$ cat src/logic/eid_pkg.sv
// Purpose: Constants, register map and types of the external interrupt detector.
// Assumes: clk_i is the oscillator; one machine cycle is twelve oscillator periods.
// Notes: Register indices are word indices on the plain register port.
// Notes on behaviour
// - Trigger-type bit of inputs 0 and 1: clear selects level, set selects falling edge.
// - Level mode on input 0 or 1 raises the request while a low is sampled.
// - Edge mode sets the flag when a high sample is followed by a low sample.
// - Polarity bit of inputs 2 and 3: 0 falling, 1 rising transition.
// - Inputs 4, 5 and 6 always trigger on a rising transition.
// - Reload flag sets on a falling trigger pin transition only while reload is enabled.
// - Pins are sampled once per machine cycle; sources hold levels twelve periods.
// - Request flags clear by hardware when the service call is made.
// - Flags set at state 5 phase 2 and are polled only in the next cycle.
// - An accepted request becomes a two-cycle call; at least three cycles to service.
// - A request waits while an equal or higher priority service is in progress.
// - Polling outside an instruction's last cycle defers the call, at most three cycles.
// - After a return or interrupt register write, one more instruction runs first.
// - Single-interrupt response latency is above three and below nine cycles.
// - Inputs 0 and 1 clear on the call only in transition mode, never in level mode.
// - A request blocked and then gone is not remembered; each poll sees only pending flags.

package eid_pkg;

	// Register port geometry
	localparam int EID_ADDR_W = 2;
	localparam int EID_DATA_W = 8;
	localparam int EID_NUM_SRC = 8;

	// Register indices
	localparam logic [1:0] EID_IDX_CONFIG = 2'h0;
	localparam logic [1:0] EID_IDX_FLAGS = 2'h1;
	localparam logic [1:0] EID_IDX_STATUS = 2'h2;
	localparam logic [1:0] EID_IDX_MASK = 2'h3;

	// Configuration bit positions
	localparam int EID_CFG_EXT0_TYPE = 0;
	localparam int EID_CFG_EXT1_TYPE = 1;
	localparam int EID_CFG_EXT2_POL = 2;
	localparam int EID_CFG_EXT3_POL = 3;
	localparam int EID_CFG_RELOAD_EN = 4;
	localparam logic [7:0] EID_CFG_WMASK = 8'h1F;
	localparam logic [7:0] EID_CFG_RESET = 8'h00;
	localparam logic [7:0] EID_MASK_RESET = 8'h00;

	// Source indices: flag, status and mask bits share this layout
	localparam int EID_SRC_EXT0 = 0;
	localparam int EID_SRC_EXT1 = 1;
	localparam int EID_SRC_EXT2 = 2;
	localparam int EID_SRC_EXT3 = 3;
	localparam int EID_SRC_EXT4 = 4;
	localparam int EID_SRC_EXT6 = 6;
	localparam int EID_SRC_RELOAD = 7;

	// Timing
	localparam int EID_CLK_PERIOD_NS = 50;
	localparam int EID_OSC_PERIOD_NS = 50;
	localparam int EID_MCYCLE_OSC = 12;
	localparam int EID_MCYCLE_NS = EID_MCYCLE_OSC * EID_OSC_PERIOD_NS;
	localparam int EID_MCYCLE_CLKS = (EID_MCYCLE_NS + EID_CLK_PERIOD_NS - 1) / EID_CLK_PERIOD_NS;
	localparam int EID_SAMPLE_PHASE = 9;
	localparam int EID_CALL_MCYCLES = 2;

	// Vectoring sequencer states
	typedef enum logic [0:0] {
		EID_ST_IDLE = 1'b0,
		EID_ST_CALL = 1'b1
	} eid_call_state_type;

	// Lowest set index wins: the fixed order within a priority level
	function automatic logic [2:0] eid_pick(input logic [7:0] req);
		logic [2:0] idx;
		idx = 3'h0;
		for (int i = EID_NUM_SRC - 1; i >= 0; i--) begin
			if (req[i]) begin
				idx = 3'(i);
			end
		end
		return idx;
	endfunction

endpackage

$ cat src/logic/eid_external_interrupt_detect.sv
// Purpose: External interrupt pin detection, request flags and call sequencing.
// Assumes: CPU status inputs are on clk_i; pins are asynchronous.
// Notes: Register reads answer one cycle after the read strobe.
`timescale 1ns/100ps
`default_nettype none

module eid_external_interrupt_detect
	import eid_pkg::*;
#(
	parameter int MCYCLE_CLKS = EID_MCYCLE_CLKS,
	parameter int SAMPLE_PHASE = EID_SAMPLE_PHASE
) (
	input wire logic clk_i,
	input wire logic srst_i,
	input wire logic ext0_request_pin_n_i,
	input wire logic ext1_request_pin_n_i,
	input wire logic ext2_request_pin_i,
	input wire logic ext3_request_pin_i,
	input wire logic ext4_request_pin_i,
	input wire logic ext5_request_pin_i,
	input wire logic ext6_request_pin_i,
	input wire logic timer2_ext_trigger_pin_i,
	input wire logic insn_last_cycle_i,
	input wire logic insn_blocks_i,
	input wire logic [7:0] in_service_block_i,
	input wire logic [1:0] reg_addr_i,
	input wire logic [7:0] reg_wdata_i,
	input wire logic reg_wr_i,
	input wire logic reg_rd_i,
	output logic [7:0] reg_rdata_o,
	output logic [7:0] ext_request_flag_o,
	output logic call_o,
	output logic [2:0] call_src_o,
	output logic service_start_o,
	output logic mcycle_end_o,
	output logic irq_o
);

	localparam logic [3:0] LAST_PHASE = 4'(MCYCLE_CLKS - 1);
	localparam logic [3:0] SAMPLE_AT = 4'(SAMPLE_PHASE);
	localparam logic [1:0] CALL_LAST = 2'(EID_CALL_MCYCLES - 1);

	logic [7:0] pins_raw;
	logic [7:0] sync1_reg;
	logic [7:0] sync2_reg;
	logic [3:0] phase_reg, phase_next;
	logic sample_stb, mcycle_end;
	logic [7:0] samp_reg, samp_next;
	logic [7:0] fall, rise, set_vec, level_mode;
	logic [7:0] timer_control_reg, timer_control_next;
	logic [7:0] flag_reg, flag_next;
	logic [7:0] status_reg, status_next;
	logic [7:0] mask_reg, mask_next;
	logic [7:0] poll_reg, poll_next;
	logic [7:0] call_clear, sw_clear, cand;
	logic [7:0] rdata_reg, rdata_next;
	eid_call_state_type state_reg, state_next;
	logic [1:0] mcnt_reg, mcnt_next;
	logic [2:0] src_reg, src_next;
	logic start_call;
	logic svc_reg, svc_next;
	logic irq_reg, irq_next;
	logic mend_reg;

	////////////////////////////////////////////////////////////////////////////////
	// Pin synchronisers

	// Pins 0 and 1 kept at pin polarity: low means request
	assign pins_raw = {timer2_ext_trigger_pin_i, ext6_request_pin_i, ext5_request_pin_i, ext4_request_pin_i,
		ext3_request_pin_i, ext2_request_pin_i, ext1_request_pin_n_i, ext0_request_pin_n_i};

	// Two stages per pin; only stage two feeds the detectors
	genvar gi;
	generate
		for (gi = 0; gi < EID_NUM_SRC; gi++) begin : g_sync
			always_ff @(posedge clk_i) begin
				if (srst_i) begin
					sync1_reg[gi] <= 1'b1;
					sync2_reg[gi] <= 1'b1;
				end else begin
					sync1_reg[gi] <= pins_raw[gi];
					sync2_reg[gi] <= sync1_reg[gi];
				end
			end
		end
	endgenerate

	////////////////////////////////////////////////////////////////////////////////
	// Machine cycle phase counter

	// One sample strobe and one end-of-cycle strobe per machine cycle
	always_comb begin
		phase_next = (phase_reg == LAST_PHASE) ? 4'h0 : phase_reg + 4'h1;
	end

	always_ff @(posedge clk_i) begin
		if (srst_i) begin
			phase_reg <= 4'h0;
		end else begin
			phase_reg <= phase_next;
		end
	end

	assign sample_stb = (phase_reg == SAMPLE_AT);
	assign mcycle_end = (phase_reg == LAST_PHASE);

	////////////////////////////////////////////////////////////////////////////////
	// Sampling and edge detection

	// Previous sample kept one machine cycle; reset value is all-high, so pins idling high give no false edge
	always_comb begin
		samp_next = sample_stb ? sync2_reg : samp_reg;
	end

	always_ff @(posedge clk_i) begin
		if (srst_i) begin
			samp_reg <= 8'hFF;
		end else begin
			samp_reg <= samp_next;
		end
	end

	// Compare two consecutive synchronised samples
	assign fall = samp_reg & ~sync2_reg;
	assign rise = ~samp_reg & sync2_reg;

	// Level mode applies only to inputs 0 and 1 with trigger type clear
	assign level_mode = {6'h00, ~timer_control_reg[EID_CFG_EXT1_TYPE], ~timer_control_reg[EID_CFG_EXT0_TYPE]};

	// Per-source set condition, valid in the sample strobe cycle only
	always_comb begin
		set_vec = 8'h00;
		if (sample_stb) begin
			set_vec[EID_SRC_EXT0] = level_mode[EID_SRC_EXT0] ? ~sync2_reg[EID_SRC_EXT0] : fall[EID_SRC_EXT0];
			set_vec[EID_SRC_EXT1] = level_mode[EID_SRC_EXT1] ? ~sync2_reg[EID_SRC_EXT1] : fall[EID_SRC_EXT1];
			set_vec[EID_SRC_EXT2] = timer_control_reg[EID_CFG_EXT2_POL] ? rise[EID_SRC_EXT2] : fall[EID_SRC_EXT2];
			set_vec[EID_SRC_EXT3] = timer_control_reg[EID_CFG_EXT3_POL] ? rise[EID_SRC_EXT3] : fall[EID_SRC_EXT3];
			set_vec[EID_SRC_EXT6:EID_SRC_EXT4] = rise[EID_SRC_EXT6:EID_SRC_EXT4];
			set_vec[EID_SRC_RELOAD] = timer_control_reg[EID_CFG_RELOAD_EN] & fall[EID_SRC_RELOAD];
		end
	end

	////////////////////////////////////////////////////////////////////////////////
	// Request flags, event status and mask

	// Software write-one clears on the flag and status registers
	assign sw_clear = (reg_wr_i && reg_addr_i == EID_IDX_FLAGS) ? reg_wdata_i : 8'h00;

	// Level-mode flags follow the sampled pin; others are sticky and set wins over clear
	always_comb begin
		flag_next = flag_reg;
		for (int i = 0; i < EID_NUM_SRC; i++) begin
			if (level_mode[i]) begin
				flag_next[i] = sample_stb ? set_vec[i] : flag_reg[i];
			end else if (set_vec[i]) begin
				flag_next[i] = 1'b1;
			end else if (call_clear[i] || sw_clear[i]) begin
				flag_next[i] = 1'b0;
			end
		end
		status_next = (status_reg & ~((reg_wr_i && reg_addr_i == EID_IDX_STATUS) ? reg_wdata_i : 8'h00))
			| (set_vec & ~flag_reg);
		mask_next = (reg_wr_i && reg_addr_i == EID_IDX_MASK) ? reg_wdata_i : mask_reg;
		timer_control_next = (reg_wr_i && reg_addr_i == EID_IDX_CONFIG) ? (reg_wdata_i & EID_CFG_WMASK)
			: timer_control_reg;
		irq_next = |(status_next & mask_next);
	end

	always_ff @(posedge clk_i) begin
		if (srst_i) begin
			flag_reg <= 8'h00;
			status_reg <= 8'h00;
			mask_reg <= EID_MASK_RESET;
			timer_control_reg <= EID_CFG_RESET;
			irq_reg <= 1'b0;
		end else begin
			flag_reg <= flag_next;
			status_reg <= status_next;
			mask_reg <= mask_next;
			timer_control_reg <= timer_control_next;
			irq_reg <= irq_next;
		end
	end

	////////////////////////////////////////////////////////////////////////////////
	// Polling and call sequencer

	// Poll copy taken at cycle end, so a flag set at the sample strobe is seen next cycle
	always_comb begin
		poll_next = mcycle_end ? flag_reg : poll_reg;
	end

	// Candidates are only what is pending now; nothing blocked is remembered
	assign cand = poll_reg & ~in_service_block_i;
	// Call only in the final cycle of an instruction that does not block vectoring
	assign start_call = (state_reg == EID_ST_IDLE) && mcycle_end && insn_last_cycle_i && !insn_blocks_i
		&& (|cand);

	// The called source's flag is cleared when the call starts if in edge mode; level-mode flags stay
	always_comb begin
		call_clear = 8'h00;
		if (start_call) begin
			call_clear[src_next] = ~level_mode[src_next];
		end
	end

	// Call lasts two machine cycles, then the first service instruction starts
	always_comb begin
		state_next = state_reg;
		mcnt_next = mcnt_reg;
		src_next = src_reg;
		svc_next = 1'b0;
		case (state_reg)
			EID_ST_IDLE: begin
				src_next = start_call ? eid_pick(cand) : src_reg;
				if (start_call) begin
					state_next = EID_ST_CALL;
					mcnt_next = 2'h0;
				end
			end
			EID_ST_CALL: begin
				if (mcycle_end) begin
					mcnt_next = mcnt_reg + 2'h1;
					if (mcnt_reg == CALL_LAST) begin
						state_next = EID_ST_IDLE;
						svc_next = 1'b1;
					end
				end
			end
			default: begin
				state_next = EID_ST_IDLE;
			end
		endcase
	end

	always_ff @(posedge clk_i) begin
		if (srst_i) begin
			poll_reg <= 8'h00;
			state_reg <= EID_ST_IDLE;
			mcnt_reg <= 2'h0;
			src_reg <= 3'h0;
			svc_reg <= 1'b0;
			mend_reg <= 1'b0;
		end else begin
			poll_reg <= poll_next;
			state_reg <= state_next;
			mcnt_reg <= mcnt_next;
			src_reg <= src_next;
			svc_reg <= svc_next;
			mend_reg <= mcycle_end;
		end
	end

	////////////////////////////////////////////////////////////////////////////////
	// Register read port

	// Read data valid only in the cycle after the strobe; flags read live state
	always_comb begin
		rdata_next = 8'h00;
		if (reg_rd_i) begin
			case (reg_addr_i)
				EID_IDX_CONFIG: rdata_next = timer_control_reg;
				EID_IDX_FLAGS: rdata_next = flag_reg;
				EID_IDX_STATUS: rdata_next = status_reg;
				EID_IDX_MASK: rdata_next = mask_reg;
				default: rdata_next = 8'h00;
			endcase
		end
	end

	always_ff @(posedge clk_i) begin
		if (srst_i) begin
			rdata_reg <= 8'h00;
		end else begin
			rdata_reg <= rdata_next;
		end
	end

	// All outputs come straight from flops
	assign reg_rdata_o = rdata_reg;
	assign ext_request_flag_o = flag_reg;
	assign call_o = (state_reg == EID_ST_CALL);
	assign call_src_o = src_reg;
	assign service_start_o = svc_reg;
	assign mcycle_end_o = mend_reg;
	assign irq_o = irq_reg;

	////////////////////////////////////////////////////////////////////////////////
	// Assertions

	// Clocks spent in the call, checked against the fixed two machine cycles
	logic [5:0] call_len_reg;
	always_ff @(posedge clk_i) begin
		if (srst_i || start_call) begin
			call_len_reg <= 6'h00;
		end else if (state_reg == EID_ST_CALL) begin
			call_len_reg <= call_len_reg + 6'h01;
		end
	end
endmodule

`default_nettype wire

$ cat config.mk
export PLATFORM = sky130hd
export DESIGN_NAME = eid_external_interrupt_detect
export DESIGN_NICKNAME = d
export VERILOG_FILES = /design/src/logic/eid_pkg.sv /design/src/logic/eid_external_interrupt_detect.sv
export SDC_FILE = /design/constraint.sdc
export NUM_CORES = 1
export LEC_CHECK = 0
export BUFFER_PORTS_ARGS = -buffer_cell sky130_fd_sc_hd__buf_2
export CAP_MARGIN = 25
export CORE_MARGIN = 2
export CORE_UTILIZATION = 60
export CTS_CLUSTER_DIAMETER = 200
export DETAILED_ROUTE_END_ITERATION = 7
export PLACE_DENSITY = 0.84
export REMOVE_ABC_BUFFERS = 1
export SLEW_MARGIN = 0
export SYNTH_ARGS = -nofsm -noshare
export SYNTH_HDL_FRONTEND = slang
export SYNTH_SLANG_ARGS = --single-unit
$ cat constraint.sdc
create_clock -name clk_i -period 3.9 [get_ports clk_i]
set_input_delay 0.195 -clock clk_i [delete_from_list [all_inputs] [get_ports clk_i]]
set_output_delay 0.195 -clock clk_i [all_outputs]
set_load 0.005 [all_outputs]
Yosys cells after proc, flatten, opt, wreduce, memory -nomap -nowiden

Cells that the tools add are included.

Add/subtract/negate cells: 2
$lt $le $gt $ge: 2
Eq/ne operators: 10
Mux-type cells: 52
Bitwise logic cells: 22
Reductions and logical operators: 35

Operator list:

| kind                                                       | number |
|---|---|
| bitwise AND 8 bit                                          | 6 |
| two-way mux 8 bit                                          | 5 |
| inverter 8 bit                                             | 4 |
| case mux 8 bit (4 select lines)                            | 1 |
| two-way mux 1 bit                                          | 30 |
| two-way mux 3 bit                                          | 10 |
| nonzero test 2 bit                                         | 8 |
| OR reduction 8 bit                                         | 2 |
| logical AND 1 bit                                          | 9 |
| == test 4 bit, second input constant                       | 2 |
| logical OR 1 bit                                           | 8 |
| inverter 1 bit                                             | 8 |
| OR 8 bit                                                   | 1 |
| bitwise AND 7 bit                                          | 1 |
| inverter 7 bit                                             | 1 |
| != test 3 x 2 -> 1 bit, second input constant              | 2 |
| AND reduction 2 bit                                        | 3 |
| adder 4 x 1 -> 4 bit, second input constant                | 1 |
| == test 2 x 1 -> 1 bit, second input constant              | 2 |
| == test 2 bit, second input constant                       | 2 |
| less-than comparator 3 x 4 -> 1 bit, second input constant | 1 |
| two-way mux 2 bit                                          | 2 |
| != test 2 bit, second input constant                       | 2 |
| case mux 2 bit (2 select lines)                            | 1 |
| other kinds (10)                                           | 11 |

Flip-flop bits (word level): 82
Input port bits: 32
Output and inout bits: 23
Logic and storage cells: 160

Logic depth before layout (Yosys ltp)

Gate-level depths: netlist of run 1.

Depth after elaboration: 22
Gate-level depth with buffers: 8
Depth with buffers taken out: 8

Worst setup path before layout of run 1

OpenSTA, ideal clock, no wires.

Kind: register to register
Start: register phase_reg[0]
End: register flag_reg[5] (netlist: ext_request_flag_o[5])
Library setup time: 0.132 ns
Arrival: 1.650 ns
Required time: 3.768 ns
Slack: 2.118 ns
Cell stages (with the launch flop): 7
Buffers on the path: 0
Clock period less this slack: 1.782 ns
Cells stage by stage: dfxtp_1 -> ha_1 -> nand4_4 -> a311o_1 -> or2_1 -> o311ai_1 -> a21oi_1

Longest elaborated chain between the ends: 15
Elaborated cells on any way between the ends: 22
Classes of those cells: order compare (2); eq/ne (2); mux (9); bitwise (2); reduce/logical (7)

Ends and longest elaborated chain:

| element                                                                                                          | line                                 | source |
|---|---|---|
| start, declared                                                                                                  | eid_external_interrupt_detect.sv:46  | `logic [3:0] phase_reg, phase_next;` |
| start signal, assigned                                                                                           | eid_external_interrupt_detect.sv:100 | `phase_reg <= phase_next;` |
| == test 4 bit                                                                                                    | eid_external_interrupt_detect.sv:105 | `assign mcycle_end = (phase_reg == LAST_PHASE);` |
| logical AND 1 bit (3 in series)                                                                                  | eid_external_interrupt_detect.sv:196 | `assign start_call = (state_reg == EID_ST_IDLE) && mcycle_end && insn_last_cycle_i && !insn_blocks_i` |
| logical AND 1 bit                                                                                                | eid_external_interrupt_detect.sv:197 | `&& (\|cand);` |
| two-way mux 3 bit                                                                                                | eid_external_interrupt_detect.sv:215 | `src_next = start_call ? eid_pick(cand) : src_reg;` |
| two-way mux 3 bit                                                                                                | eid_external_interrupt_detect.sv:213 | `case (state_reg)` |
| less-than comparator 3 x 4 -> 1 bit (not written as such) / >= comparator 3 x 1 -> 1 bit (equally long branches) | eid_external_interrupt_detect.sv:203 | `call_clear[src_next] = ~level_mode[src_next];` |
| logical AND 1 bit (not written as such)                                                                          | eid_external_interrupt_detect.sv:203 |  |
| two-way mux 1 bit (not written as such)                                                                          | eid_external_interrupt_detect.sv:203 |  |
| demux 1 bit (select 3 bit)                                                                                       | eid_external_interrupt_detect.sv:203 |  |
| bitwise AND 8 bit (no line)                                                                                      | -                                    |  |
| two-way mux 8 bit                                                                                                | eid_external_interrupt_detect.sv:202 | `if (start_call) begin` |
| logical OR 1 bit                                                                                                 | eid_external_interrupt_detect.sv:157 | `end else if (call_clear[i] \|\| sw_clear[i]) begin` |
| nonzero test 2 bit (no line)                                                                                     | -                                    |  |
| end signal, assigned                                                                                             | eid_external_interrupt_detect.sv:177 | `flag_reg <= flag_next;` |
| end, declared                                                                                                    | eid_external_interrupt_detect.sv:51  | `logic [7:0] flag_reg, flag_next;` |

Several ways; a longest one is shown, not always the timed one. The select of a mux whose other input is x is not followed.
A chain may end at the register's enable or synchronous reset.

Worst setup path in the final report of run 1

Start: register phase_reg[1]
End: register irq_reg (netlist: irq_o)

Longest elaborated chain between the ends: 6

Ends and longest elaborated chain:

| element              | line                                 | source |
|---|---|---|
| == test 4 bit        | eid_external_interrupt_detect.sv:104 | `assign sample_stb = (phase_reg == SAMPLE_AT);` |
| two-way mux 8 bit    | eid_external_interrupt_detect.sv:133 | `if (sample_stb) begin` |
| bitwise AND 8 bit    | eid_external_interrupt_detect.sv:162 | `\| (set_vec & ~flag_reg);` |
| OR 8 bit             | eid_external_interrupt_detect.sv:162 |  |
| bitwise AND 8 bit    | eid_external_interrupt_detect.sv:166 | `irq_next = \|(status_next & mask_next);` |
| OR reduction 8 bit   | eid_external_interrupt_detect.sv:166 |  |
| end signal, assigned | eid_external_interrupt_detect.sv:181 | `irq_reg <= irq_next;` |
| end, declared        | eid_external_interrupt_detect.sv:62  | `logic irq_reg, irq_next;` |

Every way passes these cells.

==> reports/metrics.yaml, run 1 <==
setup_path:
  critPathKind: "reg2reg"
  critical_path.startpoint_type: "flip-flop"
  worstPathRequired_ps: 4120
  endpoint_kind: "flip-flop"
  cp.arrival_ps: 2400
  crit_path_max_fanout: 15
die:
  core_area_um2: 5470
  die_w_um: 78.9
  die_h_um: 78.9
  num_rows: 27
  dieArea_um2: 6220
  io_pins: 55
  initial_utilization: 0.615
clocking:
  clkTransAtPathRegs_ps: 80
  ctsResizeCount: 0
  cts.sinks: 82
  cts_tree: "done"
  htree_levels: 3
  clk_latency_ps: 350
  clk_root_buffer_cell: "clkbuf_8"
  clock_path_buffers: 2
  cts_buffers: 9
  holdBufCountCts: 0
  cts_setup_buffers: 0
global_routing:
  grtUsageTotal: 0.260
  antenna_found_initial: 0
  overflow: 0
  grt_pass1_vias: 2660
  grt_pass1_wl_mm: 12.3
  grt_max_degree: 51
synthesis:
  async_flop_share: 0
  syn_inst: 364
  synth_edf_count: 0
  synth-seq-area-share: 0.488
  syn_area_um2: 3360
  synth_flop_cell: "dfxtp_1"
  synth_seq_cells: 82
  synth_cell_types: 49
  synth_area_per_cell_um2: 9.24
  ys_warn_count: 0
timing:
  final-max-slew-violation-count: 0
  finalCritPeriodShare: 0.559
  rsz0062_at_grt: "no"
  clock_skew_ps: 6.61
  finalHoldViolCount: 0
  max_freq_mhz: 458
  relSlewSlack: 0.483
  fin_setup_tns_ps: 0
  setup_viol: 0
  post-route-min-period_ps: 2180
  tightest_slew_ps: 772
placement:
  globalplace.congestion: 0.869
  io_buffers: 54
  place_hpwl_mm: 5.39
  dpl_cell_area_um2: 3670
  dpl.cell_count: 476
detailed_routing:
  dr.first_iter.drc_count: 198
  drc: 0
  routed_wl_mm: 7.85
  vias: 2838
  vias_per_cell: 5.77
  drt_first_pass_iters: 5
  routedWlPerCell_um: 16.0
  ant_nets: 0
power:
  combPwrFrac: 0.051
  finalPower_mw: 1.63
  seqPwrFrac: 0.529
  ir_drop_v: 0.000288
  p_int_mw: 1.27
  p_sw_uw: 360
  swShare: 0.221
  leakage_nw: 1.59
  power_frac_clock: 0.420
  power_density_nw_per_um2: 418
job:
  maxCapViolCount: 0
outcome:
  status: "completed"
finish:
  fin_cells: 492
  drive_above_1_share: 0.236
  syn2layout_area_growth_pct: 15.7
  finish.instance_area_um2: 3890
  n_antenna_cell: 0
  fillers: 443
  layout_commonest_cell: "dfxtp_1"
  nets: 450
  final_cell_mix: "dfxtp_1, nand2_1, buf_2"
min_path:
  worst_hold_path_type: "in2reg"
[layout make-up]
class / instances / area [um^2] / share of cell area
multi-input cells: 262 / 1640 / 0.422
flip-flops and latches: 82 / 1640 / 0.422
repair buffers: 55 / 278 / 0.0714
clock buffers: 12 / 145 / 0.0373
well taps: 72 / 90.1 / 0.0231
clock inverters: 4 / 75.1 / 0.0193
inverters: 5 / 18.8 / 0.00482
[critical path: stages (launching register included)]
cell and delay (ps):
dfxtp_1 360, inv_1 50, ha_1 180, nand3b_1 450, nor2_1 180, a22oi_1 300, o22ai_1 130, nor4_1 280
a21oi_1 110
[through the flow]
stage	setup slack [ps]	hold slack [ps]	util
3_3_place_gp	1890	376	0.671
2_1_floorplan	2120	264	-
4_1_cts	1740	14.0	0.711
5_1_grt	1540	12.8	0.711
3_5_place_dp	1750	380	0.671
6_report	1720	19.2	0.711
[power by group through the flow]
stage	logic [mW]	registers [mW]	clock network (mW)
2_1_floorplan	0.0391	0.878	0
3_3_place_gp	0.0809	0.879	0
3_5_place_dp	0.0831	0.880	0
4_1_cts	0.0835	0.860	0.684
5_1_grt	0.0909	0.863	0.724
6_report	0.0837	0.861	0.684
[synthesized netlist by cell type (3+ instances only)]
| cell | count | share of area |
|---|---|---|
| nand2b_1 | 10 | 0.019 |
| mux4_2 | 5 | 0.033 |
| mux2i_1 | 14 | 0.042 |
| nor4_1 | 4 | 0.0074 |
| or2_2 | 16 | 0.030 |
| mux2_2 | 3 | 0.010 |
| o22ai_1 | 5 | 0.0093 |
| o21ai_0 | 4 | 0.0060 |
| nor2_1 | 41 | 0.046 |
| o311ai_1 | 3 | 0.0078 |
| inv_1 | 5 | 0.0056 |
| nor2b_1 | 14 | 0.026 |
| nor3_1 | 5 | 0.0074 |
| a21oi_1 | 23 | 0.034 |
| nand3b_1 | 11 | 0.025 |
| a22oi_1 | 5 | 0.011 |
| ha_1 | 3 | 0.011 |
| a31oi_1 | 4 | 0.0074 |
| dfxtp_1 | 82 | 0.49 |
| clkbuf_1 | 13 | 0.015 |
| nand2_1 | 55 | 0.061 |
| and3b_1 | 4 | 0.010 |
[path summary, 6_finish.rpt]
| path | startpoint | endpoint | slack [ps] | cells past startpoint |
|---|---|---|---|---|
| hold reg to reg | sync1_reg[0] | sync2_reg[0] | 410 | 1 |
| setup reg to reg | phase_reg[1] | irq_o | 1720 | 8 |
| setup / recovery | phase_reg[1] | irq_o | 1720 | 8 |
| hold / removal | ext3_request_pin_i | sync1_reg[3] | 20 | 2 |
[cell families (layout without fill, tap and decap cells)]
family,count (synthesis),in the layout,synth area share
compound gates,61,61,0.119
mux,22,22,0.0852
simple gates,175,175,0.271
fa+ha+maj,3,3,0.0112
flops,82,82,0.488
buf+inv,20,76,0.0231
xor+xnor,1,1,0.00260
[per-layer routing]
layer	share of wire	up-vias	global-route usage
met2	0.48	108	0.434
met3	0.063	24	0.0443
met5	0	-	0
met1	0.43	1346	0.316
met4	0.027	0	0.150
li1	-	1360	-
Power figures use the tool's default switching activity.
==> run 2: changes to the inputs <==
--- a/config.mk
+++ b/config.mk
@@ -8,10 +8,10 @@
 export BUFFER_PORTS_ARGS = -buffer_cell sky130_fd_sc_hd__buf_2
 export CAP_MARGIN = 25
 export CORE_MARGIN = 2
-export CORE_UTILIZATION = 60
+export CORE_UTILIZATION = 50
 export CTS_CLUSTER_DIAMETER = 200
 export DETAILED_ROUTE_END_ITERATION = 7
-export PLACE_DENSITY = 0.84
+export PLACE_DENSITY = 0.75
 export REMOVE_ABC_BUFFERS = 1
 export SLEW_MARGIN = 0
 export SYNTH_ARGS = -nofsm -noshare
==> constraint.sdc (replaced) <==
create_clock -name clk_i -period 1.8 [get_ports clk_i]
set_input_delay 0.09 -clock clk_i [delete_from_list [all_inputs] [get_ports clk_i]]
set_output_delay 0.09 -clock clk_i [all_outputs]
set_load 0.005 [all_outputs]
==> run 2 against run 1 <==
Worst setup slack lost 1800 ps. Worst hold slack gained 17 ps. Die area grew 19%. Sequential power grew 120%. Critical path type unchanged. Global-route usage shrank 0.86 points. Clock-buffer cell count shrank 2. The run now ends with negative setup slack left. Sequential cell count is the same.
==> reports/metrics.yaml, run 2 (same netlist as run 1, synthesis figures left out) <==
outcome:
  status: "complete, but fails checks"
  violations: "negative setup slack"
setup_path:
  path_buf_inv: 1
  path_cells: "nor2b_2 > nor2_4 > o21ai_1 > a21o_1 > buf_6 > a31oi_1 > o31a_1"
  critPathKind: "reg2reg"
  cp_top_family: "compound AO/OA/AOI/OAI gates"
  cp_slowest_cell: "dfxtp_1"
  max_stage_delay_ps: 340
  crit_path_max_fanout: 4
  cp.arrival_ps: 2120
  endpoint_kind: "flip-flop"
  critical_path.startpoint_type: "flip-flop"
  r2r_slack_ps: -80
  worstPathRequired_ps: 2050
timing:
  clock_skew_ps: 7.17
  worst_slack_ps: -76.3
  rsz0062_at_grt: "yes"
  relSlewSlack: 0.723
  post-route-min-period_ps: 1880
  hold_ws_ps: 36.4
  max_freq_mhz: 533
  tightest_slew_ps: 412
  finalHoldViolCount: 0
  setup_viol: 6
  finalCritPeriodShare: 1.04
  final-max-slew-violation-count: 0
die:
  die_h_um: 86.0
  core_area_um2: 6420
  die_w_um: 86.0
  io_pins: 55
  initial_utilization: 0.524
  dieArea_um2: 7400
  num_rows: 29
job:
  maxCapViolCount: 0
finish:
  fin_cells: 545
  syn2layout_area_growth_pct: 33.1
  drive_above_1_share: 0.363
  n_antenna_cell: 0
  final_cell_mix: "dfxtp_1, nand2_1, buf_2"
  layout_commonest_cell: "dfxtp_1"
  nets: 498
  fillers: 485
clocking:
  clock_path_buffers: 2
  cts.sinks: 82
  cts_buffers: 9
  clkTransAtPathRegs_ps: 80
  cts_tree: "done"
  clk_latency_ps: 350
  htree_levels: 3
  clk_root_buffer_cell: "clkbuf_8"
global_routing:
  gr-usage-met3: 0.0500
  grt_pass1_wl_mm: 14.3
  grt_max_degree: 24
  antenna_found_initial: 0
  grtUsageMet2: 0.424
  overflow: 0
  top_usage_layer: "met2"
  grt_pass1_vias: 2958
  grt_util_met1: 0.310
  grtUsageTotal: 0.251
power:
  ir_drop_v: 0.000592
  leakage_nw: 1.86
  finalPower_mw: 3.65
  power_density_nw_per_um2: 815
placement:
  dpl.cell_count: 518
  io_buffers: 54
  place_hpwl_mm: 6.16
  globalplace.congestion: 0.876
detailed_routing:
  routedWlPerCell_um: 16.6
  ant_nets: 0
  drt_first_pass_iters: 4
  routed_wl_mm: 9.04
  vias: 2988
  vias_per_cell: 5.48
  drc: 0
  dr.first_iter.drc_count: 163
min_path:
  worst_hold_path_type: "in2reg"
run 2: cell types whose count changed in the layout (fill, tap and decap cells not counted), sizes merged:
cell         change
clkinvlp         -2
bufinv           +1
buf             +40
clkbuf           -2
clkinv           +3
dlygate4sd3      +8
run 2: metal layers:
layer  up-vias  wire [um]
li1       1468          -
met1      1389       3640
met4         0        310
met5         -          0
met2       107       4420
met3        24        672
run 2: worst reg2reg max path, cell delays in order (launching register included):
cell     delay (ps)
dfxtp_1         340
nor2b_2         210
nor2_4           70
o21ai_1         290
a21o_1          290
buf_6           150
a31oi_1          80
o31a_1          330
run 2: through the flow:
| stage | area, um^2 | setup WS, ps | setup TNS [ps] | util |
|---|---|---|---|---|
| after floorplan | 3300 | 25.0 | 0 | - |
| after global placement | 3960 | -97.6 | -232 | 0.616 |
| after detailed placement | 3960 | -172 | -456 | 0.616 |
| after CTS | 4420 | -33.4 | -38.4 | 0.688 |
| after global routing | 4480 | -131 | -835 | 0.697 |
| final | 4480 | -76.3 | -253 | 0.697 |
run 2: power by group:
part	switching [mW]	total, mW	leakage (nW)	internal (mW)
registers	0.0199	1.87	0.668	1.85
logic	0.112	0.220	1.07	0.108
clock network	0.646	1.56	0.120	0.915
total	0.778	3.65	1.86	2.87
run 2: repair_timing:
| action | CTS | global route |
|---|---|---|
| setup buffers | 3 | 1 |
| setup endpoints to repair | 8 | 11 |
| pin swaps | 12 | 6 |
| cloned | 0 | 0 |
| hold buffers | 8 | 0 |
| gates resized for setup | 23 | 18 |
| hold endpoints to repair | 8 | 0 |
run 2: cell type report:
type | instances | area [um^2] | share of cell area
Clock buffer | 10 | 128 | 0.0285
Clock inverter | 6 | 105 | 0.0235
Inverter | 5 | 18.8 | 0.00419
Multi-Input combinational cell | 262 | 1810 | 0.403
Sequential cell | 82 | 1650 | 0.368
Tap cell | 77 | 96.3 | 0.0215
Timing Repair Buffer | 103 | 674 | 0.151
run 2: worst paths after layout:
check / startpoint / endpoint / cells after the start
worst max-delay path: poll_reg[4] / ext_request_flag_o[1] / 7
worst min-delay path: reg_wdata_i[2] / timer_control_reg[2] / 3
worst max register to register: poll_reg[4] / ext_request_flag_o[1] / 7
worst min register to register: sync1_reg[3] / sync2_reg[3] / 1
